File: src/rre_defs.vh
/*
 * Constants for the return and rotate execution block.
 * Assumes a 14-bit instruction word, 15-bit program counter, 8-bit data.
 */
`ifndef RRE_DEFS_VH
`define RRE_DEFS_VH

// Operation codes presented by decode
`define RRE_OP_W 3
`define RRE_OP_NONE 3'h0
`define RRE_OP_RETI 3'h1
`define RRE_OP_RET 3'h2
`define RRE_OP_RETK 3'h3
`define RRE_OP_RLC 3'h4
`define RRE_OP_RRC 3'h5

// Widths
`define RRE_PC_W 15
`define RRE_DATA_W 8
`define RRE_ADDR_W 7

// Cycle counts
`define RRE_RET_CYCLES 2
`define RRE_ROT_CYCLES 1

// Reset values
`define RRE_PC_RST 15'h0000
`define RRE_DATA_RST 8'h00
`define RRE_PTR_RST 5'h00
`define RRE_ADDR_RST 7'h00

`endif

File: src/rre_exec.v
/*
 * Execution of return and rotate-through-carry instructions.
 * Assumes decode presents one op with a start pulse and waits for done.
 * File register data is read combinationally from the register file.
 */
// Overview of operation
// - Interrupt return pops stack, loads counter
// - Interrupt return sets global enable, flags unchanged
// - Interrupt return: one word, two cycles
// - Subroutine return pops stack into counter
// - Subroutine return takes two cycles
// - Literal return loads accumulator and counter
// - Literal return: one word, two cycles
// - Rotate left through carry, msb out
// - Rotate left destination bit selects target
// - Rotate right through carry, lsb out
// - Rotate right destination bit selects target
// - Rotate left one cycle, carry and result written
`timescale 1ns/1ps
`default_nettype none
`include "rre_defs.vh"

module rre_exec (
  // Clock and reset
  input wire clock_i,
  input wire arst_n_i,
  // Instruction from decode
  input wire start_i,
  input wire [`RRE_OP_W-1:0] op_i,
  input wire [`RRE_DATA_W-1:0] literal_i,
  input wire [`RRE_ADDR_W-1:0] faddr_i,
  input wire dest_i,
  // Core state
  input wire [`RRE_DATA_W-1:0] fdata_i,
  input wire carry_i,
  input wire [`RRE_PC_W-1:0] stack_top_entry_i,
  input wire [4:0] stack_ptr_i,
  // Results
  output reg done_o,
  output reg busy_o,
  output reg pc_we_o,
  output reg [`RRE_PC_W-1:0] program_counter_o,
  output reg stack_we_o,
  output reg [4:0] stack_ptr_o,
  output reg global_irq_enable_set_o,
  output reg w_we_o,
  output reg [`RRE_DATA_W-1:0] w_data_o,
  output reg f_we_o,
  output reg [`RRE_ADDR_W-1:0] f_addr_o,
  output reg [`RRE_DATA_W-1:0] f_data_o,
  output reg carry_we_o,
  output reg carry_o
);

  //////////////////////////////////////////////////////////////////////////
  // States
  localparam [1:0] ST_IDLE = 2'h0;
  localparam [1:0] ST_RET2 = 2'h1;

  reg [1:0] state_q;
  reg [1:0] state_d;
  reg [`RRE_OP_W-1:0] op_q;
  reg [`RRE_OP_W-1:0] op_d;
  reg [`RRE_DATA_W-1:0] lit_q;
  reg [`RRE_DATA_W-1:0] lit_d;

  reg done_d;
  reg busy_d;
  reg pc_we_d;
  reg [`RRE_PC_W-1:0] pc_d;
  reg stack_we_d;
  reg gie_d;
  reg w_we_d;
  reg [`RRE_DATA_W-1:0] w_d;
  reg f_we_d;
  reg [`RRE_DATA_W-1:0] f_d;
  reg carry_we_d;
  reg carry_d;

  wire [`RRE_DATA_W-1:0] rot_result;
  wire rot_carry;
  wire [4:0] ptr_next;
  wire pop_now;

  //////////////////////////////////////////////////////////////////////////
  // Return op test
  function is_return;
    input [`RRE_OP_W-1:0] op;
    begin
      is_return = (op == `RRE_OP_RETI) || (op == `RRE_OP_RET) ||
                  (op == `RRE_OP_RETK);
    end
  endfunction

  //////////////////////////////////////////////////////////////////////////
  // Datapath helpers
  rre_rotate u_rotate (
    .value_i(fdata_i),
    .carry_i(carry_i),
    .left_i(op_i == `RRE_OP_RLC),
    .result_o(rot_result),
    .carry_o(rot_carry)
  );

  assign pop_now = (state_q == ST_RET2) && is_return(op_q);

  rre_stack_pop u_pop (
    .ptr_i(stack_ptr_i),
    .pop_i(pop_now),
    .ptr_o(ptr_next)
  );

  //////////////////////////////////////////////////////////////////////////
  // Next state and outputs
  always @* begin
    state_d = state_q;
    op_d = op_q;
    lit_d = lit_q;
    done_d = 1'b0;
    busy_d = 1'b0;
    pc_we_d = 1'b0;
    pc_d = program_counter_o;
    stack_we_d = 1'b0;
    gie_d = 1'b0;
    w_we_d = 1'b0;
    w_d = w_data_o;
    f_we_d = 1'b0;
    f_d = f_data_o;
    carry_we_d = 1'b0;
    carry_d = carry_o;
    case (state_q)
      ST_IDLE: begin
        if (start_i) begin
          if (is_return(op_i)) begin
            // First of two cycles
            op_d = op_i;
            lit_d = literal_i;
            busy_d = 1'b1;
            state_d = ST_RET2;
          end else if (op_i == `RRE_OP_RLC || op_i == `RRE_OP_RRC) begin
            done_d = 1'b1;
            carry_we_d = 1'b1;
            carry_d = rot_carry;
            if (dest_i) begin
              f_we_d = 1'b1;
              f_d = rot_result;
            end else begin
              w_we_d = 1'b1;
              w_d = rot_result;
            end
          end else begin
            done_d = 1'b0;
          end
        end
      end
      ST_RET2: begin
        // Second cycle: pop and redirect
        done_d = 1'b1;
        pc_we_d = 1'b1;
        pc_d = stack_top_entry_i;
        stack_we_d = 1'b1;
        if (op_q == `RRE_OP_RETI) begin
          gie_d = 1'b1;
        end
        if (op_q == `RRE_OP_RETK) begin
          w_we_d = 1'b1;
          w_d = lit_q;
        end
        state_d = ST_IDLE;
      end
      default: begin
        state_d = ST_IDLE;
      end
    endcase
  end

  //////////////////////////////////////////////////////////////////////////
  // Registers
  always @(posedge clock_i or negedge arst_n_i) begin
    if (!arst_n_i) begin
      state_q <= ST_IDLE;
      op_q <= `RRE_OP_NONE;
      lit_q <= `RRE_DATA_RST;
      done_o <= 1'b0;
      busy_o <= 1'b0;
      pc_we_o <= 1'b0;
      program_counter_o <= `RRE_PC_RST;
      stack_we_o <= 1'b0;
      stack_ptr_o <= `RRE_PTR_RST;
      global_irq_enable_set_o <= 1'b0;
      w_we_o <= 1'b0;
      w_data_o <= `RRE_DATA_RST;
      f_we_o <= 1'b0;
      f_addr_o <= `RRE_ADDR_RST;
      f_data_o <= `RRE_DATA_RST;
      carry_we_o <= 1'b0;
      carry_o <= 1'b0;
    end else begin
      state_q <= state_d;
      op_q <= op_d;
      lit_q <= lit_d;
      done_o <= done_d;
      busy_o <= busy_d;
      pc_we_o <= pc_we_d;
      program_counter_o <= pc_d;
      stack_we_o <= stack_we_d;
      stack_ptr_o <= ptr_next;
      global_irq_enable_set_o <= gie_d;
      w_we_o <= w_we_d;
      w_data_o <= w_d;
      f_we_o <= f_we_d;
      if (start_i && state_q == ST_IDLE) begin
        f_addr_o <= faddr_i;
      end
      f_data_o <= f_d;
      carry_we_o <= carry_we_d;
      carry_o <= carry_d;
    end
  end

endmodule // rre_exec
`default_nettype wire

File: src/rre_rotate.v
/*
 * Rotate-through-carry datapath, combinational.
 * Assumes operand and carry are stable for the cycle.
 */
`timescale 1ns/1ps
`default_nettype none
`include "rre_defs.vh"

module rre_rotate (
  // Operands
  input wire [7:0] value_i,
  input wire carry_i,
  input wire left_i,
  // Results
  output reg [7:0] result_o,
  output reg carry_o
);

  always @* begin
    if (left_i) begin
      result_o = {value_i[6:0], carry_i};
      carry_o = value_i[7];
    end else begin
      result_o = {carry_i, value_i[7:1]};
      carry_o = value_i[0];
    end
  end

endmodule // rre_rotate
`default_nettype wire

File: src/rre_stack_pop.v
/*
 * Return stack pointer decrement helper.
 * Assumes a 5-bit pointer that wraps; storage lives in the core.
 */
`timescale 1ns/1ps
`default_nettype none
`include "rre_defs.vh"

module rre_stack_pop (
  // Pointer
  input wire [4:0] ptr_i,
  input wire pop_i,
  output wire [4:0] ptr_o
);

  assign ptr_o = pop_i ? ptr_i - 5'h01 : ptr_i;

endmodule // rre_stack_pop
`default_nettype wire

File: config.mk
export PLATFORM = sky130hd
export DESIGN_NAME = rre_exec
export DESIGN_NICKNAME = d
export VERILOG_FILES = /design/src/rre_exec.v /design/src/rre_rotate.v /design/src/rre_stack_pop.v
export VERILOG_INCLUDE_DIRS = /design/src /design/src/src
export SDC_FILE = /design/constraint.sdc
export NUM_CORES = 1
export LEC_CHECK = 0
export ABC_AREA = 1
export BUFFER_PORTS_ARGS = -buffer_cell sky130_fd_sc_hd__buf_4
export CORE_MARGIN = 1.5
export CORE_UTILIZATION = 44
export DETAILED_ROUTE_END_ITERATION = 6
export PLACE_DENSITY = 0.84
export SLEW_MARGIN = 25
export SYNTH_ARGS = -nofsm -noshare
export SYNTH_HDL_FRONTEND = slang
export SYNTH_HIERARCHICAL = 1
export SYNTH_SLANG_ARGS = --single-unit
File: constraint.sdc
create_clock -name clock_i -period 1.7 [get_ports clock_i]
set_clock_uncertainty 0.05 [all_clocks]
set_input_delay 0.17 -clock clock_i [delete_from_list [all_inputs] [get_ports clock_i]]
set_output_delay 0.17 -clock clock_i [all_outputs]
set_load 0.03 [all_outputs]
# == Word level (Yosys, flattened, before mapping) ==
# Cells that the tools add are included.
# totals
mem_count,0
wordCells,81
mem_bits_rw,0
regBits,64
mem_bits_ro,0
latch_bits,0
# classes
n_addsub,1
n_bitwise,1
div,0
muxes,34
order_cmp,0
n_mul,0
n_eq_ne,15
shift,0
reduce_logical,14
# op_table
op,n
$mux W8,6
$mux W1,21
$pmux W8 S2,1
$eq A3 B2 Y1 const B,4
$ne A2 B2 Y1 const B,5
$eq A3 B1 Y1 const B,2
$eq A3 B3 Y1 const B,2
$mux W2,3
$reduce_and A6 Y1,1
$logic_or A1 B1 Y1,5
$mux W5,1
$reduce_and A5 Y1,1
$sub A5 B1 Y5 const B,1
$pmux W1 S2,2
$reduce_and A4 Y1,1
$reduce_and A3 Y1,1
$eq A2 B1 Y1 const B,1
$logic_and A1 B1 Y1,2
$logic_not A2 Y1,1
$ne A2 B1 Y1 const B,1
$reduce_and A2 Y1,1
$reduce_bool A2 Y1,1
$not A1 Y1,1

# == Longest topological paths before layout ==
# depth
ltp_word,7
mapped_depth,10
mapped_depth_nobuf,9

# == By module ==
# The synthesis kept the hierarchy.
# by_module_without_submodules
mod,area_per_inst_um2,cells_each,seq_area_each_um2,instances
rre_exec,2492.4,270,1576.5,1
rre_rotate,116.4,29,0.0,1
rre_stack_pop,108.9,21,0.0,1

# == Least setup slack after synthesis ==
# Ideal clock, no wire load.
# synth_path
path_type,register to register
start,register state_q[0]
end,register stack_ptr_o[4]
path_slack_ns,-0.062
path_stages_with_launch,10
n_path_buf,2
arrival_ns,1.599
required_time_ns,1.537
cell_sequence,dfrtp_1 buf_6 inv_4 buf_2 nor3_1 nand2_2 nor2_2 nand3_1 nand2_1 inv_1
# synth_between
elab_chain_cells,3
# synth_rtl
element,line_no,text
"start, declared",rre_exec.v:60,reg [1:0] state_q;
"start signal, assigned",rre_exec.v:199,state_q <= state_d;
$eq A2 B1 Y1,rre_exec.v:105,assign pop_now = (state_q == ST_RET2) && is_return(op_q);
$logic_and A1 B1 Y1,rre_exec.v:105,
net pop_now,rre_exec.v:83,wire pop_now;
$mux W5,rre_stack_pop.v:16,assign ptr_o = pop_i ? ptr_i - 5'h01 : ptr_i;
net ptr_next[4],rre_exec.v:82,wire [4:0] ptr_next;
"end signal, assigned",rre_exec.v:189,stack_ptr_o <= `RRE_PTR_RST;
"end signal, assigned",rre_exec.v:207,stack_ptr_o <= ptr_next;
"end, declared",rre_exec.v:44,"output reg [4:0] stack_ptr_o,"
# The timed path passes the listed nets, and every way through them passes these cells.
# A chain may end at the register's enable or synchronous reset.

# == Worst setup path in the final report ==
# layout_path
start,register state_q[0]
end,register w_data_o[2]
# layout_between
elab_chain_cells,3
word_cells_on_any_way,10
cone_classes,6 x eq/ne; 1 x mux; 3 x reduce/logical
# layout_rtl
element,line_no,text
$eq A2 B1 Y1 / $logic_not A2 Y1 (equally long branches),--,
"$ne A2 B1 Y1 (no source line), or another cell as far along",--,
$reduce_and A6 Y1 (no source line),--,
"end signal, assigned",rre_exec.v:192,w_data_o <= `RRE_DATA_RST;
"end signal, assigned",rre_exec.v:210,w_data_o <= w_d;
"end, declared",rre_exec.v:47,"output reg [`RRE_DATA_W-1:0] w_data_o,"
# Parallel ways exist; a longest one is shown, timed or not.

==> metrics.txt <==
# TYPE chip_impl_metric gauge
chip_impl_info{name="tritoncts",value="done"} 1
chip_impl_metric{name="clock.fmax",unit="GHz"} 0.689
chip_impl_info{name="synth_top_cells_by_area",value="dfrtp_1, nand2_1, nand3_1, nor2_8, inv_1"} 1
chip_impl_metric{name="worst_r2r_path_depth",unit=""} 6
chip_impl_metric{name="tritoncts.num_buffers",unit=""} 9
chip_impl_metric{name="critPathMaxStageDelay",unit="ns"} 0.41
chip_impl_info{name="synth_area_leader_cell",value="dfrtp_1"} 1
chip_impl_metric{name="synth_enable_flop_cells",unit=""} 0
chip_impl_metric{name="design.die.area",unit="um^2"} 6660
chip_impl_info{name="critPathKind",value="reg2reg"} 1
chip_impl_metric{name="synth_top_area_share",unit="%"} 58.0
chip_impl_info{name="setup.worst_path.start_class",value="register"} 1
chip_impl_metric{name="place.gp.congestion",unit=""} 0.844
chip_impl_metric{name="synth_nets",unit=""} 372
chip_impl_metric{name="worstHoldPathCells",unit=""} 3
chip_impl_metric{name="antenna_violating_nets_post_route",unit=""} 0
chip_impl_metric{name="postSynthAreaPerCell",unit="um^2"} 8.49
chip_impl_metric{name="num-nets-final",unit=""} 515
chip_impl_metric{name="static-leakage-power",unit="nW"} 2.30
chip_impl_metric{name="drt_first_pass_iters",unit=""} 4
chip_impl_metric{name="grt_antenna_before_repair",unit=""} 0
chip_impl_metric{name="wp_data_required",unit="ns"} 1.91
chip_impl_metric{name="cell_area_after_synthesis",unit="um^2"} 2720
chip_impl_metric{name="drive_gt1_share",unit="%"} 30.1
chip_impl_metric{name="initial_core_util",unit="%"} 45.6
chip_impl_metric{name="route.vias.total",unit=""} 2594
chip_impl_metric{name="cts_num_sinks",unit=""} 63
chip_impl_info{name="status",value="complete, no violations"} 1
chip_impl_metric{name="clock_latency",unit="ns"} 0.32
chip_impl_info{name="setup.worst_path.end_class",value="register"} 1
chip_impl_metric{name="peakVddDrop",unit="mV"} 0.874
chip_impl_metric{name="clkSlewWorstSetupHoldPaths",unit="ns"} 0.06
chip_impl_metric{name="cp_max_fo",unit=""} 16
chip_impl_metric{name="final_total_negative_setup_slack",unit="ns"} 0
chip_impl_metric{name="postSynthRegisterBits",unit=""} 63
chip_impl_info{name="yosys.cell_count.top_type",value="nand2_1"} 1
chip_impl_metric{name="slew-limit-headroom",unit="%"} 48.8
chip_impl_metric{name="grt_pass1_wl",unit="um"} 10800
chip_impl_info{name="timing.hold.worst.class",value="in2reg"} 1
chip_impl_metric{name="finalHoldViolCount",unit=""} 0
chip_impl_metric{name="max-cap-violations",unit=""} 0
chip_impl_metric{name="worst_pin_slew",unit="ns"} 0.769
chip_impl_info{name="critPathSlowestCell",value="dfrtp_1"} 1
chip_impl_metric{name="final.hold.worst_slack",unit="ns"} 0.0258
chip_impl_metric{name="cts.htree.levels",unit=""} 3
chip_impl_info{name="post_synth_most_frequent_cells",value="nand2_1, dfrtp_1, nand3_1"} 1
chip_impl_metric{name="synth-async-reset-ratio",unit="%"} 100
chip_impl_info{name="ys.flop_type",value="dfrtp_1"} 1
chip_impl_metric{name="vias_in_the_first_global_route",unit=""} 2484
chip_impl_metric{name="finalSetupViolations",unit=""} 0
chip_impl_info{name="cp_cell_sequence",value="buf_4 > nor2_1 > nand3_2 > nand2_4 > nand2_1 > nand2_1"} 1
chip_impl_metric{name="yosysSeqAreaShare",unit="%"} 58.0
chip_impl_metric{name="x_dimension_of_the_die",unit="um"} 81.6
chip_impl_metric{name="grt_start_max_net_pins",unit=""} 64
chip_impl_metric{name="max-clock-path-buffers",unit=""} 2
chip_impl_metric{name="die_h",unit="um"} 81.6
chip_impl_metric{name="cellPowerDensity",unit="nW/um^2"} 1130
chip_impl_metric{name="num_rows",unit=""} 28
chip_impl_metric{name="ios",unit=""} 103
chip_impl_metric{name="port_buffers",unit=""} 102
chip_impl_metric{name="cp.arrival",unit="ns"} 1.66
chip_impl_metric{name="period_minus_slack",unit="ns"} 1.45
chip_impl_metric{name="detail_route.drc_violations",unit=""} 0
chip_impl_metric{name="ys.warnings.count",unit=""} 6
chip_impl_metric{name="dp_hpwl",unit="um"} 4800
chip_impl_metric{name="antenna_cells",unit=""} 0
chip_impl_metric{name="synth_cells",unit=""} 320
chip_impl_info{name="cts-root-buf",value="clkbuf_8"} 1
chip_impl_metric{name="wl_per_cell",unit="um"} 12.7
chip_impl_metric{name="post-layout-total-power",unit="mW"} 4.62
chip_impl_metric{name="drt_wl_total",unit="um"} 6880
chip_impl_metric{name="avgViaCountPerCell",unit=""} 4.78
chip_impl_metric{name="overflow",unit=""} 0
chip_impl_metric{name="gr-usage-all-layers",unit="%"} 21.5
chip_impl_metric{name="areaGrowthSynthToFinish",unit="%"} 50.7
chip_impl_info{name="critical_path.most_common_cell",value="nand2_1"} 1
chip_impl_metric{name="drt-initial-drc-count",unit=""} 146
chip_impl_metric{name="ys_types",unit=""} 26
chip_impl_info{name="rsz_0062_raised_after_global_routing",value="no"} 1
chip_impl_metric{name="area_of_the_placeable_core",unit="um^2"} 5960
chip_impl_metric{name="final_min_period_over_clock_period",unit="%"} 85.3
chip_impl_metric{name="finalMaxSlewViolations",unit=""} 0
report_power, final:
part	switching (mW)	total, mW	internal [mW]
logic	0.829	1.37	0.539
registers	0.154	1.91	1.76
clock network	0.551	1.34	0.794
state kept, by name (all words and copies together) (netlist names), 3 cells and up:
name	flops
stack_ptr_o	5
w_data_o	8
f_data_o	8
f_addr_o	7
program_counter_o	15
op_q	3
lit_q	8
layout make-up:
cell class	count	area (um^2)
Inverter	12	47.5
Clock buffer	13	169
Fill cell	493	1860
Sequential cell	63	1580
Timing Repair Buffer	140	1130
Clock inverter	3	40.0
Tap cell	75	93.8
Multi-Input combinational cell	237	1040
cell families after synthesis:
logic type | synth area share (%)
flops | 58.0
simple gates | 35.6
compound gates | 1.33
buf+inv | 3.96
fa+ha+maj | 0.460
xor+xnor | 0.645
critical path, delay by kind of cell (launching register included):
family / cells / cell delay, ns
and+or+nand+nor: 5 / 0.71
buffers and inverters: 1 / 0.22
DFF: 1 / 0.41
placed cells by master, fill, tap and decap left out:
cell type,instances
inv_2,2
nand2_4,3
a21oi_1,1
buf_4,108
nand2_1,196
clkinv_2,2
nor2_2,4
nand2_2,2
o21ai_1,1
inv_4,1
clkbuf_8,12
o211ai_4,1
nand4_1,1
dlygate4sd3_1,32
nand3_2,1
bufinv_16,1
o21ai_0,1
nand4_2,1
nor3_2,1
clkbuf_1,1
ha_1,1
nor2_8,2
nand3_1,11
dfrtp_1,63
nor3_1,1
xor2_1,1
xnor2_1,1
nor2_1,7
inv_1,9
per-layer routing:
layer,routed length [um],vias to the layer above,global-route usage (%)
met4,125,0,9.49
met5,0,-,0
met2,3520,89,37.8
li1,-,1259,-
met3,415,14,5.33
met1,2820,1232,24.7
stage by stage:
step                setup slack, ns  util, %  instance area, um^2  cells
global route                  0.144     68.8                 4100    543
global placement              0.310     59.9                 3570    495
detailed placement            0.265     59.9                 3570    495
CTS                           0.250     68.8                 4100    543
finish                        0.249     68.8                 4100    543
floorplan                     0.117        -                 2720    320
final timing paths:
path	startpoint	end	slack [ns]
max in group asynchronous	arst_n_i	op_q[2]$_DFFE_PN0P_	0.67
worst min-delay path	literal_i[5]	lit_q[5]$_DFFE_PN0P_	0.03
worst max-delay path	state_q[0]$_DFFE_PN0P_	w_data_o[2]$_DFFE_PN0P_	0.25
worst max register to register	state_q[0]$_DFFE_PN0P_	w_data_o[2]$_DFFE_PN0P_	0.25
min in group asynchronous	arst_n_i	f_data_o[7]$_DFFE_PN0P_	0.41
worst min register to register	lit_q[3]$_DFFE_PN0P_	lit_q[3]$_DFFE_PN0P_	0.42
what timing repair did:
action / CTS / global route
hold buffers: 32 / 0
endpoints found under the hold margin: 94 / 0
gates resized for setup: 0 / 0
setup buffers: 0 / 0
Power figures use the tool's default switching activity.
